<file path="config.mk">
export PLATFORM = sky130hd
export DESIGN_NAME = tbid_core
export DESIGN_NICKNAME = d
export VERILOG_FILES = /design/src/tbid_pkg.sv /design/src/tbid_core.sv /design/src/tbid_field_split.sv /design/src/tbid_file_ram.sv
export VERILOG_INCLUDE_DIRS = /design/src
export SDC_FILE = /design/constraint.sdc
export NUM_CORES = 1
export LEC_CHECK = 0
export ABC_AREA = 1
export BUFFER_PORTS_ARGS = -buffer_cell sky130_fd_sc_hd__buf_2
export CAP_MARGIN = 20
export CORE_MARGIN = 3
export CORE_UTILIZATION = 40
export DETAILED_ROUTE_END_ITERATION = 10
export SLEW_MARGIN = 10
export SYNTH_ARGS = -nofsm -noshare
export SYNTH_HDL_FRONTEND = slang
export SYNTH_HIERARCHICAL = 1
export SYNTH_SLANG_ARGS = --single-unit
export TNS_END_PERCENT = 5
</file>
<file path="constraint.sdc">
create_clock -name clock -period 1.4 [get_ports clock]
set_clock_uncertainty 0.15 [all_clocks]
set_input_delay 0.07 -clock clock [delete_from_list [all_inputs] [get_ports clock]]
set_output_delay 0.07 -clock clock [all_outputs]
set_load 0.05 [all_outputs]
</file>
<file path="src/tbid_defines.svh">
// Purpose: constants for the twelve-bit instruction decoder subset
// Assumes: 12-bit instruction words, 8-bit data path
// Notes: field positions, opcodes and timing counts
`ifndef TBID_DEFINES_SVH
`define TBID_DEFINES_SVH
`define TBID_OP6_MSB 11
`define TBID_OP6_LSB 6
`define TBID_DEST_BIT 5
`define TBID_FILE_MSB 4
`define TBID_FILE_LSB 0
`define TBID_BIT_MSB 7
`define TBID_BIT_LSB 5
`define TBID_OP4_MSB 11
`define TBID_OP4_LSB 8
`define TBID_LIT_MSB 7
`define TBID_LIT_LSB 0
`define TBID_OP3_MSB 11
`define TBID_OP3_LSB 9
`define TBID_TGT_MSB 8
`define TBID_TGT_LSB 0
`define TBID_OPC_BIT_SET 4'h5
`define TBID_OPC_BTC 4'h6
`define TBID_OPC_BTS 4'h7
`define TBID_OPC_XLW 4'hf
`define TBID_OPC_XWF 6'h06
`define TBID_OPC_JMP 3'h5
`define TBID_NOP_WORD 12'h000
`define TBID_OSC_PER_CYCLE 2'h3
`define TBID_ACC_RESET 8'h00
`endif

</file>
<file path="src/tbid_pkg.sv">
// Purpose: types for the twelve-bit instruction decoder subset
// Assumes: included constants header
// Notes: decoded fields travel as one packed struct
package tbid_pkg;
    typedef enum logic [1:0] {
        TBID_EXEC = 2'h0,
        TBID_FLUSH = 2'h1
    } tbid_state_t;

    typedef struct packed {
        logic is_bit_set;
        logic is_test_clr;
        logic is_test_set;
        logic is_xor_lit;
        logic is_xor_file;
        logic is_jump;
        logic dest_file;
        logic [4:0] file_addr;
        logic [2:0] bit_sel;
        logic [7:0] literal;
        logic [8:0] target;
    } tbid_fields_t;
endpackage : tbid_pkg
</file>
<file path="src/tbid_core.sv">
// Purpose: execute the decoded subset, one instruction per four clocks
// Assumes: instruction word stable from the fetch strobe to the next
// Notes: the file is read every clock, phase 3 commits the result
`timescale 1ns/1ns
`include "tbid_defines.svh"
module tbid_core (
    input wire logic clock,
    input wire logic reset,
    input wire logic [11:0] insn_word,
    output logic [7:0] acc_out,
    output logic zero_flag,
    output logic cycle_end,
    output logic skip_taken,
    output logic jump_taken,
    output logic [8:0] jump_target,
    output logic file_wr_en,
    output logic [4:0] file_wr_addr,
    output logic [7:0] file_wr_data,
    output logic nop_exec
);
    import tbid_pkg::*;
    tbid_fields_t f;
    logic [7:0] file_rd;
    logic [1:0] phase_reg;
    logic [1:0] phase_next;
    tbid_state_t state_reg;
    tbid_state_t state_next;
    logic [7:0] acc_reg;
    logic [7:0] acc_next;
    logic zero_reg;
    logic zero_next;

    tbid_field_split u_split (
        .word(insn_word),
        .fields(f)
    );

    // reads every clock, so a write that lands at the end of phase 0 is seen by commit
    tbid_file_ram u_ram (
        .clock(clock),
        .rd_addr(f.file_addr),
        .rd_data(file_rd),
        .wr_en(file_wr_en),
        .wr_addr(file_wr_addr),
        .wr_data(file_wr_data)
    );

    wire commit = (phase_reg == `TBID_OSC_PER_CYCLE);
    wire flushing = (state_reg == TBID_FLUSH);
    wire tested_bit = file_rd[f.bit_sel];
    wire skip_now = !flushing && ((f.is_test_clr && !tested_bit) ||
        (f.is_test_set && tested_bit));
    wire [7:0] xor_lit = acc_reg ^ f.literal;
    wire [7:0] xor_file = acc_reg ^ file_rd;
    wire [7:0] set_val = file_rd | (8'h01 << f.bit_sel);
    wire xf = !flushing && f.is_xor_file;
    wire xl = !flushing && f.is_xor_lit;
    wire bs = !flushing && f.is_bit_set;
    wire to_file = xf && f.dest_file;
    wire wr_now = commit && (bs || to_file);
    wire [7:0] wr_val = bs ? set_val : xor_file;

    assign phase_next = phase_reg + 2'h1;
    // taken skip replaces the prefetched word with a no-op cycle
    always_comb begin
        case (state_reg)
            TBID_EXEC: begin
                if (commit && skip_now) begin
                    state_next = TBID_FLUSH;
                end else begin
                    state_next = TBID_EXEC;
                end
            end
            TBID_FLUSH: begin
                // the discarded word never starts a second flush
                if (commit) begin
                    state_next = TBID_EXEC;
                end else begin
                    state_next = TBID_FLUSH;
                end
            end
            default: begin
                state_next = TBID_EXEC;
            end
        endcase
    end
    // accumulator kept when result goes to the file
    assign acc_next = !commit ? acc_reg :
        xl ? xor_lit : (xf && !f.dest_file) ? xor_file :
        acc_reg;
    assign zero_next = !commit ? zero_reg :
        xl ? (xor_lit == 8'h00) : xf ? (xor_file == 8'h00) :
        zero_reg;

    always_ff @(posedge clock) begin
        if (reset) begin
            phase_reg <= 2'h0;
            state_reg <= TBID_EXEC;
            acc_reg <= `TBID_ACC_RESET;
            zero_reg <= 1'b0;
        end else begin
            phase_reg <= phase_next;
            state_reg <= state_next;
            acc_reg <= acc_next;
            zero_reg <= zero_next;
        end
    end

    always_ff @(posedge clock) begin
        if (reset) begin
            cycle_end <= 1'b0;
            skip_taken <= 1'b0;
            jump_taken <= 1'b0;
            jump_target <= 9'h000;
            file_wr_en <= 1'b0;
            file_wr_addr <= 5'h00;
            file_wr_data <= 8'h00;
            nop_exec <= 1'b0;
        end else begin
            cycle_end <= commit;
            skip_taken <= commit && skip_now;
            jump_taken <= commit && !flushing && f.is_jump;
            jump_target <= f.target;
            file_wr_en <= wr_now;
            file_wr_addr <= f.file_addr;
            file_wr_data <= wr_val;
            nop_exec <= commit && flushing;
        end
    end

    assign acc_out = acc_reg;
    assign zero_flag = zero_reg;

    property p_xor_lit;
        @(posedge clock) disable iff (reset)
        (commit && xl) |=> (acc_reg == ($past(acc_reg) ^ $past(f.literal)));
    endproperty
    a_xor_lit: assert property (p_xor_lit)
        else $error("literal xor result wrong");

    property p_xlw_no_write;
        @(posedge clock) disable iff (reset)
        (commit && xl) |=> !file_wr_en;
    endproperty
    a_xlw_no_write: assert property (p_xlw_no_write)
        else $error("literal xor wrote the file");

    // expected zero rebuilt from operands, not from the datapath wires
    property p_zero;
        @(posedge clock) disable iff (reset)
        (commit && (xl || xf)) |=> (zero_reg == (($past(acc_reg) ^
        ($past(xl) ? $past(f.literal) : $past(file_rd))) == 8'h00));
    endproperty
    a_zero: assert property (p_zero)
        else $error("zero flag wrong");

    property p_acc_keep;
        @(posedge clock) disable iff (reset)
        (commit && to_file) |=> $stable(acc_reg);
    endproperty
    a_acc_keep: assert property (p_acc_keep)
        else $error("accumulator changed on file dest");

    property p_xwf_acc;
        @(posedge clock) disable iff (reset)
        (commit && xf && !f.dest_file) |=>
        (acc_reg == ($past(acc_reg) ^ $past(file_rd))) && !file_wr_en;
    endproperty
    a_xwf_acc: assert property (p_xwf_acc)
        else $error("file xor to accumulator wrong");

    property p_xwf_dest;
        @(posedge clock) disable iff (reset)
        (commit && to_file) |=> file_wr_en &&
        (file_wr_data == ($past(acc_reg) ^ $past(file_rd)));
    endproperty
    a_xwf_dest: assert property (p_xwf_dest)
        else $error("file xor write wrong");

    property p_wr_addr;
        @(posedge clock) disable iff (reset)
        (commit && (bs || to_file)) |=> (file_wr_addr == $past(f.file_addr));
    endproperty
    a_wr_addr: assert property (p_wr_addr)
        else $error("file write address wrong");

    property p_bset;
        @(posedge clock) disable iff (reset)
        (commit && bs) |=> file_wr_en && file_wr_data[$past(f.bit_sel)];
    endproperty
    a_bset: assert property (p_bset)
        else $error("bit set not written");

    property p_bset_flags;
        @(posedge clock) disable iff (reset)
        (commit && (bs || f.is_test_clr || f.is_test_set))
        |=> $stable(zero_reg);
    endproperty
    a_bset_flags: assert property (p_bset_flags)
        else $error("flag changed by bit op");

    property p_test_quiet;
        @(posedge clock) disable iff (reset)
        (commit && !flushing && (f.is_test_clr || f.is_test_set)) |=>
        !file_wr_en && $stable(acc_reg);
    endproperty
    a_test_quiet: assert property (p_test_quiet)
        else $error("bit test changed state");

    property p_skip_clr;
        @(posedge clock) disable iff (reset)
        (commit && !flushing && f.is_test_clr && !tested_bit) |=> skip_taken;
    endproperty
    a_skip_clr: assert property (p_skip_clr)
        else $error("clear bit did not skip");

    property p_skip_set;
        @(posedge clock) disable iff (reset)
        (commit && !flushing && f.is_test_set && tested_bit) |=> skip_taken;
    endproperty
    a_skip_set: assert property (p_skip_set)
        else $error("set bit did not skip");

    property p_no_skip;
        @(posedge clock) disable iff (reset)
        (commit && (flushing || !((f.is_test_clr && !tested_bit) ||
        (f.is_test_set && tested_bit)))) |=> !skip_taken;
    endproperty
    a_no_skip: assert property (p_no_skip)
        else $error("skip without a true test");

    property p_skip_nop;
        @(posedge clock) disable iff (reset)
        (commit && skip_now) |=> ##3 (commit && flushing);
    endproperty
    a_skip_nop: assert property (p_skip_nop)
        else $error("skip not followed by no-op");

    // the flush must last exactly one instruction cycle
    property p_flush_len;
        @(posedge clock) disable iff (reset)
        (commit && skip_now) |=> flushing [*4] ##1 !flushing;
    endproperty
    a_flush_len: assert property (p_flush_len)
        else $error("flush not one cycle long");

    property p_no_write_flush;
        @(posedge clock) disable iff (reset)
        (commit && flushing) |=> !file_wr_en && !jump_taken;
    endproperty
    a_no_write_flush: assert property (p_no_write_flush)
        else $error("discarded word had effect");

    property p_flush_quiet;
        @(posedge clock) disable iff (reset)
        (commit && flushing) |=> nop_exec && !skip_taken &&
        $stable(acc_reg) && $stable(zero_reg);
    endproperty
    a_flush_quiet: assert property (p_flush_quiet)
        else $error("discarded word changed state");

    property p_jump;
        @(posedge clock) disable iff (reset)
        (commit && !flushing && f.is_jump) |=> jump_taken &&
        (jump_target == $past(f.target));
    endproperty
    a_jump: assert property (p_jump)
        else $error("jump target wrong");

    property p_jump_quiet;
        @(posedge clock) disable iff (reset)
        (commit && !flushing && f.is_jump) |=> !file_wr_en &&
        $stable(acc_reg) && $stable(zero_reg);
    endproperty
    a_jump_quiet: assert property (p_jump_quiet)
        else $error("jump changed data state");

    property p_period;
        @(posedge clock) disable iff (reset)
        commit |=> !commit [*3] ##1 commit;
    endproperty
    a_period: assert property (p_period)
        else $error("cycle not four clocks");

    property p_end_pulse;
        @(posedge clock) disable iff (reset)
        1'b1 |=> (cycle_end == $past(commit));
    endproperty
    a_end_pulse: assert property (p_end_pulse)
        else $error("cycle end not one clock after commit");

    // every result pulse belongs to the end of an instruction cycle
    property p_pulse_gate;
        @(posedge clock) disable iff (reset)
        (skip_taken || jump_taken || file_wr_en || nop_exec) |-> cycle_end;
    endproperty
    a_pulse_gate: assert property (p_pulse_gate)
        else $error("result pulse outside cycle end");

    property p_hold;
        @(posedge clock) disable iff (reset)
        !commit |=> $stable(acc_reg) && $stable(zero_reg);
    endproperty
    a_hold: assert property (p_hold)
        else $error("state changed between commits");

    c_skip: cover property (@(posedge clock) commit && skip_now);
    c_jump: cover property (@(posedge clock) commit && !flushing && f.is_jump);
    c_xwf: cover property (@(posedge clock) commit && to_file);
    c_nop: cover property (@(posedge clock) nop_exec);
    c_zero_set: cover property (@(posedge clock) cycle_end && zero_reg);
endmodule : tbid_core

</file>
<file path="src/tbid_field_split.sv">
// Purpose: split an instruction word into its fields
// Assumes: word is stable during the cycle
// Notes: purely combinational
`timescale 1ns/1ns
`include "tbid_defines.svh"
module tbid_field_split (
    input wire logic [11:0] word,
    output tbid_pkg::tbid_fields_t fields
);
    import tbid_pkg::*;
    wire [5:0] op6 = word[`TBID_OP6_MSB:`TBID_OP6_LSB];
    wire [3:0] op4 = word[`TBID_OP4_MSB:`TBID_OP4_LSB];
    wire [2:0] op3 = word[`TBID_OP3_MSB:`TBID_OP3_LSB];
    assign fields.is_bit_set = (op4 == `TBID_OPC_BIT_SET);
    assign fields.is_test_clr = (op4 == `TBID_OPC_BTC);
    assign fields.is_test_set = (op4 == `TBID_OPC_BTS);
    assign fields.is_xor_lit = (op4 == `TBID_OPC_XLW);
    assign fields.is_xor_file = (op6 == `TBID_OPC_XWF);
    assign fields.is_jump = (op3 == `TBID_OPC_JMP);
    assign fields.dest_file = word[`TBID_DEST_BIT];
    assign fields.file_addr = word[`TBID_FILE_MSB:`TBID_FILE_LSB];
    assign fields.bit_sel = word[`TBID_BIT_MSB:`TBID_BIT_LSB];
    assign fields.literal = word[`TBID_LIT_MSB:`TBID_LIT_LSB];
    assign fields.target = word[`TBID_TGT_MSB:`TBID_TGT_LSB];
endmodule : tbid_field_split

</file>
<file path="src/tbid_file_ram.sv">
// Purpose: 32 x 8 file register store
// Assumes: one write port, one registered read
// Notes: read data lag the address by one clock
`timescale 1ns/1ns
module tbid_file_ram (
    input wire logic clock,
    input wire logic [4:0] rd_addr,
    output logic [7:0] rd_data,
    input wire logic wr_en,
    input wire logic [4:0] wr_addr,
    input wire logic [7:0] wr_data
);
    logic [7:0] mem_reg [0:31];
    always_ff @(posedge clock) begin
        if (wr_en) begin
            mem_reg[wr_addr] <= wr_data;
        end
        rd_data <= mem_reg[rd_addr];
    end
endmodule : tbid_file_ram

</file>
**Yosys cells after proc, flatten, opt, wreduce, memory -nomap -nowiden**

Memories as Yosys holds them, arrays and structs flattened. A register that Yosys moved wholly into a read port is not among the register bits.
Index checks and enable logic that the tools add are counted.

- Bitwise logic cells: 3
- Add/sub/neg operators: 1
- Reductions and logical operators: 25
- $lt $le $gt $ge: 1
- Eq/ne operators: 8
- Mux-type cells: 12
- Shift operators: 1

Operators with widths:

| kind | number |
|---|---|
| 8-bit 2-to-1 mux | 3 |
| 8-bit logical NOT | 2 |
| 8-bit XOR | 2 |
| 1-bit logical AND | 13 |
| 4-bit by 3-bit == test with 1-bit output, second input constant | 3 |
| 8-bit bitwise OR | 1 |
| 1-bit by 3-bit << shifter with 8-bit output, first input constant | 1 |
| 1-bit 2-to-1 mux | 7 |
| 6-bit by 3-bit == test with 1-bit output, second input constant | 1 |
| 4-bit == test, second input constant | 1 |
| 3-bit by 4-bit < comparator with 1-bit output, second input constant | 1 |
| 2-bit one-hot mux with 2 select lines | 1 |
| 2-bit AND reduction | 2 |
| 2-bit nonzero test | 2 |
| 1-bit binary-select mux with 3-bit select | 1 |
| 3-bit == test, second input constant | 1 |
| 1-bit logical NOT | 3 |
| 2-bit by 1-bit adder with 2-bit output, second input constant | 1 |
| 2-bit by 1-bit == test with 1-bit output, second input constant | 1 |
| 2-bit == test, second input constant | 1 |
| 2-bit logical NOT | 1 |
| 1-bit logical OR | 2 |

- Output and inout bits: 36
- Bits in writable memories: 256
- Input port bits: 14
- Word-level logic and storage cells: 64
- Memories kept: 1
- Bits in registers: 40

Memories:

| memory | depth | width | rd ports | clocked after Yosys merged registers in | wr ports | line | text |
|---|---|---|---|---|---|---|---|
| u_ram.mem_reg | 32 | 8 | 1 | 1 | 1 | tbid_file_ram.sv:13 | `logic [7:0] mem_reg [0:31];` |

**Longest topological paths before layout**

Gate-level depths: netlist (run 1).

- Word-level depth: 9
- Mapped depth: 12
- Mapped depth without buffers: 9

**Modules after synthesis**

Netlist (run 1), hierarchy kept.

By module, submodules not included:

| module | times used | sequential area each (sq um) | area an instance (sq um) | cells an instance |
|---|---|---|---|---|
| tbid_file_ram | 1 | 7847.5 | 10786.6 | 922 |
| tbid_core | 1 | 780.7 | 1833.0 | 271 |
| tbid_field_split | 1 | 0.0 | 254.0 | 40 |

**Least setup slack after synthesis (run 1)**

OpenSTA, ideal clock, no wires.

- Path kind: reg-to-reg
- Start point: reg file_wr_en
- End point: mem u_ram.mem_reg[31][0] (enable)
- Clock period less this slack: 1.938 ns
- Data arrival time: 1.418 ns
- Required time: 0.880 ns
- Library setup time: 0.370 ns
- Buffers on the path: 0
- Setup slack: -0.538 ns
- Stages on the path, launching flop included: 3
- Cells stage by stage: dfxtp_1 > nand3_1 > nor2_1

- Longest elaborated chain between the ends: 2

Ends and longest elaborated chain:

| element | line | text |
|---|---|---|
| start: declaration | tbid_core.sv:16 | `output logic file_wr_en,` |
| start signal: assignment | tbid_core.sv:124 | `file_wr_en <= wr_now;` |
| 1-bit 2-to-1 mux | tbid_file_ram.sv:15 | `if (wr_en) begin` |
| 1-bit 2-to-1 mux (not written as such) | tbid_file_ram.sv:16 | `mem_reg[wr_addr] <= wr_data;` |
| end: declaration | tbid_file_ram.sv:13 |  |

Every way passes these cells.

**Worst setup path in the final report (run 1)**

- Start point: reg file_wr_addr[3]
- End point: mem u_ram.mem_reg[27][4] (enable)

RTL lines:

| element | line | text |
|---|---|---|
| start: declaration | tbid_core.sv:17 | `output logic [4:0] file_wr_addr,` |
| start signal: assignment | tbid_core.sv:125 | `file_wr_addr <= f.file_addr;` |

Straight into the memory's write port.

==> metrics.md, run 1 <==
| Metric | Value |
|---|---|
| First-pass GRT wire length | 51460 um |
| PortBufs | 49 |
| Most common flop cell mapped by yosys | edfxtp_1 |
| Min cycle time layout | 1.523 ns |
| Yosys warns | 6 |
| Most frequent cells after synthesis | 435 x nand2_1, 256 x edfxtp_1, 219 x nand3_1, 81 x nor2_1, 62 x inv_1 |
| Routed via count | 9203 |
| Proportion of layout cells with a drive suffix above 1 | 22.64% |
| WHS | -0.01550 ns |
| Clk pin slew, worst setup/hold paths | 0.06 ns |
| Worst Setup Path Type | reg2reg |
| Internal Pwr Total | 0.01532 W |
| DR pass1 iterations | 5 |
| Switching pwr | 0.004740 W |
| Clk_lat worst skew | 0.57 ns |
| Max cap viols | 0 |
| Drt via density | 5.144 |
| CP Launch Type | register |
| GP Congestion | 0.8540 |
| Starting Density | 40.69% |
| Sequential fraction of the synthesis area | 67.02% |
| Post-route cell area | 16290 sq um |
| Critical path capture point type | register |
| Placed cell areas | 14290 sq um |
| Async S/R FF share, synth | 0% |
| Ranking of synthesized cells by area | edfxtp_1 60%, nand2_1 13%, nand3_1 8.5% |
| # setup viols final | 222 |
| Number of synthesized flops with an enable pin | 256 |
| CTS H-tree lvls | 1 |
| Ant. Diodes | 0 |
| Area grow syn2layout | 26.51% |
| Area leader, netlist | edfxtp_1 |
| Sinks on Clock Net | 303 |
| Seq pwr share | 50.1% |
| CTS root buffer | clkbuf_16 |
| Die area | 34370 sq um |
| Sw Ratio | 23.63% |
| CTS Buf Count | 31 |
| Crit-path slowest cell | dfxtp_4 |
| Drt drc | 0 |
| Gr usage total | 19.72% |
| Core Region | 31640 sq um |
| CTS tree | built |
| Row count | 65 |
| Distinct cell type count after synthesis | 29 |
| Worst path cell trace | nand3_2 -> nor2_4 |
| Number of flip-flops in the largest register | 256 |
| Req. time, crit path | 1.49 ns |
| Worst hold path class | in2reg |
| Post-synthesis register bit count | 303 |
| Fill count | 2758 |
| Syn Std Cell Area | 12870 sq um |
| Height of the die | 185.4 um |
| Longest Clk Path Bufs | 3 |
| Fmax | 656.7 MHz |
| Comb pwr share | 10.1% |
| Worst endpoint data arrival time | 1.61 ns |
| CP max stage delay | 0.45 ns |
| Die Wd | 185.4 um |
| Critical path fanouts, max | 8 |
| Ports | 50 |
| # nets final | 1377 |
| Endpoints failing hold | 3 |
| RSZ-0062 raised after global routing | true |
| Crit share post-route | 108.8% |
| DPL Wire Length | 20370 um |
| Status | complete, but fails checks |
| Worst Max-Slew Pin Slew | 0.5344 ns |
| PD cells | 1232 nW/um^2 |
| Synth Instances | 1233 |
| Final worst slack | -0.1228 ns |
| Clk network pwr share | 39.8% |
| WL per Instance | 19.08 um |
| Avg Inst Size Synth | 10.44 sq um |
| Leak | 6.378 nW |
| Net Count, Synth | 1248 |
| Synth top area share | 59.71% |
| Final max-slew violation count | 0 |
| Peak VDD IR | 1.061 mV |
| Pin count of the biggest net entering global routing | 50 |
| Initial antenna violation count | 0 |
| Final WL | 34140 um |
| Most numerous cell in the Yosys netlist | nand2_1 |
| Iteration-0 DRC Markers | 758 |
| Pre-CTS setup slack | -0.1709 ns |
| Vias in the first global route | 8650 |
| GRT overflow | 0 |
| Slew Limit Headroom | 64.34% |
| Violated checks | negative hold slack, negative setup slack |
| Final ANT Viol Nets | 0 |
-- cells by family after synthesis --
kind of cell               count (synthesis)  synth area share, %
buffers and inverters                    152                7.134
xor gates and xnor gates                   4               0.2722
and+or+nand+nor                          741                23.88
adders and majority gates                  1              0.09718
DFF                                      303                67.02
AOI/OAI and AO/OA                         32                1.594
-- critical path: cells and delay by family (launching register included) --
kind,cells,cell delay [ns]
flip-flops,1,0.45
AND/OR/NAND/NOR,2,0.59
-- final timing paths --
check / startpoint / to / slack, ns / cells after the start
setup / recovery: file_wr_addr[3]$_SDFF_PP0_ / u_ram/mem_reg[27][4]$_DFFE_PP_ / -0.12 / 2
hold / removal: insn_word[11] / skip_taken$_SDFF_PP0_ / -0.02 / 8
setup reg to reg: file_wr_addr[3]$_SDFF_PP0_ / u_ram/mem_reg[27][4]$_DFFE_PP_ / -0.12 / 2
hold reg to reg: acc_out[3]$_SDFFE_PP0P_ / acc_out[3]$_SDFFE_PP0P_ / 0.35 / 2
-- power groups by stage --
stage	Sequential, W	Combinational, W	Clock, W
global route	0.0101	0.00220	0.00851
floorplan	0.0104	0.000877	0
global placement	0.0102	0.00166	0
finish	0.0100	0.00203	0.00799
detailed placement	0.0102	0.00168	0
CTS	0.0100	0.00198	0.00815
-- cell usage in the layout, fill, tap and decap left out, types with 9 or more instances in the layout --
master         count
buf_12            39
inv_1             53
buf_4             65
dfxtp_4           14
clkbuf_16         31
nor2_4            32
buf_6             24
dfxtp_2           13
dfxtp_1           20
buf_2             24
nand3_4            9
nand3_1          206
clkbuf_1          13
edfxtp_1         256
nor2_1            43
dlygate4sd3_1     15
nand2_1          428
-- cell type report --
class	count	area, sq um	share of cell area (%)
well taps	402	503.0	3.088
multi-input cells	778	3775	23.18
inverters	68	284.0	1.744
clock inverters	14	153.9	0.9449
flip-flops and latches	303	8697	53.40
repair buffers	180	2049	12.58
clock buffers	44	824.5	5.063
-- per-stage QoR --
stage / total power [W] / TNS (ns) / util [%] / instances / hold WS (ns)
floorplan: 0.01130 / -29.12 / - / 1233 / 0.003917
global placement: 0.01189 / -21.21 / 45.18 / 1683 / 0.1755
detailed placement: 0.01191 / -23.60 / 45.18 / 1683 / 0.1789
CTS: 0.02016 / -19.16 / 50.24 / 1772 / 0.05693
global route: 0.02076 / -25.11 / 51.48 / 1789 / -0.002815
finish: 0.02006 / -12.34 / 51.48 / 1789 / -0.01550
-- what timing repair did --
action                                 in CTS  in global routing
setup endpoints to repair                 287                294
hold buffers                               15                  5
resized for setup                          82                 69
endpoints found under the hold margin      47                  4
setup buffers                              12                 14
pin swaps                                  25                 24
cloned                                      4                  0
-- routing by layer --
metal / wire, um / GRT usage (%)
met1: 14890 / 28.04
met2: 15950 / 31.49
met3: 2344 / 2.907
met4: 955 / 6.092
met5: 0 / 0
No activity file was read; power rests on OpenSTA's default activity.
==> inputs of run 2 (changes only) <==
--- a/config.mk
+++ b/config.mk
@@ -11,6 +11,7 @@
 export CAP_MARGIN = 20
 export CORE_MARGIN = 3
 export CORE_UTILIZATION = 40
+export CTS_BUF_LIST = sky130_fd_sc_hd__clkbuf_2
 export DETAILED_ROUTE_END_ITERATION = 10
 export SLEW_MARGIN = 10
 export SYNTH_ARGS = -nofsm -noshare
==> run 2 against run 1 <==
The flow finishes with violations (negative setup slack). Clock power down 22%. First-iteration DRC count up 21%. Worst setup slack worse by 0.23 ns. Via count up 3.7%. Die area unchanged. Sequential power about the same. Critical endpoint is now file_wr_addr[2]. Largest power group unchanged.
==> metrics.md, run 2 (same netlist as run 1, synthesis figures left out) <==
| Metric | Value |
|---|---|
| Height of the die | 185.4 um |
| Die Wd | 185.4 um |
| Worst Max-Slew Pin Slew | 0.5765 ns |
| Routed via count | 9543 |
| Proportion of layout cells with a drive suffix above 1 | 28.14% |
| Vias in the first global route | 9309 |
| Clk pin slew, worst setup/hold paths | 0.09 ns |
| Status | complete, but fails checks |
| CTS Buf Count | 80 |
| Fmax | 569.2 MHz |
| Final ANT Viol Nets | 0 |
| Placed cell areas | 14290 sq um |
| Ports | 50 |
| Fill count | 2796 |
| First-pass GRT wire length | 54460 um |
| Worst endpoint data arrival time | 1.54 ns |
| Number of flip-flops in the largest register | 256 |
| Flip-flop and latch area | 8732 sq um |
| Critical path capture point type | output port |
| Slew Limit Headroom | 61.52% |
| Setup TNS | -39.38 ns |
| Commonest non-fill, non-tap cell in the layout | nand2_1 |
| Fin util | 51.75% |
| # nets final | 1435 |
| Critical path fanouts, max | 2 |
| Area grow syn2layout | 27.16% |
| Row count | 65 |
| Longest Clk Path Bufs | 3 |
| Crit share post-route | 125.5% |
| Min cycle time layout | 1.757 ns |
| RSZ-0062 raised after global routing | true |
| Gr usage total | 21.01% |
| Drt via density | 5.060 |
| Drt drc | 0 |
| Starting Density | 40.69% |
| Final WL | 35750 um |
| WHS | 0.06328 ns |
| Most frequent cells in the layout | 424 x nand2_1, 256 x edfxtp_1, 198 x nand3_1 |
| GRT overflow | 0 |
| Initial antenna violation count | 1 |
| Sinks on Clock Net | 303 |
| CTS H-tree lvls | 3 |
| Die area | 34370 sq um |
| CTS root buffer | clkbuf_2 |
| Post-route cell area | 16370 sq um |
| PD cells | 1123 nW/um^2 |
| Core Region | 31640 sq um |
| Final max-slew violation count | 0 |
| Pin count of the biggest net entering global routing | 50 |
| Max cap viols | 0 |
| Iteration-0 DRC Markers | 917 |
| Clk_lat worst skew | 0.86 ns |
| Req. time, crit path | 1.18 ns |
| Pre-CTS setup slack | -0.1709 ns |
| CTS tree | built |
| Leak | 6.548 nW |
| DR pass1 iterations | 5 |
| DPL Wire Length | 20370 um |
| PortBufs | 49 |
| Worst hold path class | in2reg |
| CP Launch Type | register |
| Final worst slack | -0.3568 ns |
| Peak VDD IR | 0.5271 mV |
| WL per Instance | 18.95 um |
| Endpoints failing hold | 0 |
| # setup viols final | 302 |
| Worst Setup Path Type | reg2out |
| GP Congestion | 0.8540 |
| Multi-input gate area | 3827 sq um |
| Violated checks | negative setup slack |
-- run 2: changes by cell type in the layout (fill, tap and decap cells not counted), moves of 9 or more --
| cell | previous run | this run |
|---|---|---|
| clkbuf_2 | 0 | 115 |
| clkbuf_16 | 31 | 0 |
| buf_8 | 5 | 32 |
| clkinv_1 | 5 | 22 |
| dfxtp_1 | 20 | 6 |
| buf_6 | 24 | 11 |
| clkbuf_1 | 13 | 0 |
| buf_2 | 24 | 12 |
| dlygate4sd3_1 | 15 | 24 |
-- run 2: per-layer routing --
layer	share of wire, %	routed length [um]	global-route usage [%]	vias to the layer above
li1	-	-	-	4556
met1	44	15700	28.99	4572
met2	47	16970	33.96	365
met3	6.9	2463	3.967	50
met4	1.7	613	6.423	0
met5	0	0	0	-
-- run 2: final timing paths --
kind | startpoint | endpoint | slack, ns | cells after the start
setup / recovery | file_wr_addr[2]$_SDFF_PP0_ | file_wr_addr[2] | -0.36 | 3
hold / removal | insn_word[5] | file_wr_data[0]$_SDFF_PP0_ | 0.06 | 5
setup reg to reg | file_wr_addr[4]$_SDFF_PP0_ | u_ram/mem_reg[7][0]$_DFFE_PP_ | -0.23 | 5
hold reg to reg | phase_reg[0]$_SDFF_PP0_ | phase_reg[0]$_SDFF_PP0_ | 0.37 | 2
-- run 2: area by class of cell --
type / instances / share of cell area [%]
Timing Repair Buffer: 189 / 13.61
Clock buffer: 115 / 3.516
Multi-Input combinational cell: 778 / 23.38
Tap cell: 402 / 3.072
Clock inverter: 29 / 1.101
Inverter: 68 / 1.949
Antenna cell: 2 / 0.03057
Sequential cell: 303 / 53.34
-- run 2: per-stage QoR --
stage	cells	total power (W)
3_5_place_dp	1683	0.01191
3_3_place_gp	1683	0.01189
4_1_cts	1877	0.01854
6_report	1886	0.01838
2_1_floorplan	1233	0.01130
5_1_grt	1885	0.01927
-- run 2: timing repair --
action                                  in CTS  in global routing
gates resized for setup                    178                 66
endpoints found under the setup margin     290                321
pin swaps                                   31                 21
gates cloned                                 4                  0
hold endpoints to repair                    47                  0
hold buffers                                26                  0
buffers inserted                            20                 11
-- run 2: where the power goes --
part | switching [W] | internal, W
logic | 0.00132 | 0.000817
registers | 0.000137 | 0.00990
clock network | 0.00361 | 0.00260
-- run 2: critical path: stages (launching register included) --
cell and delay [ns]:
dfxtp_4 0.36, buf_12 0.12, buf_6 0.10, buf_8 0.14
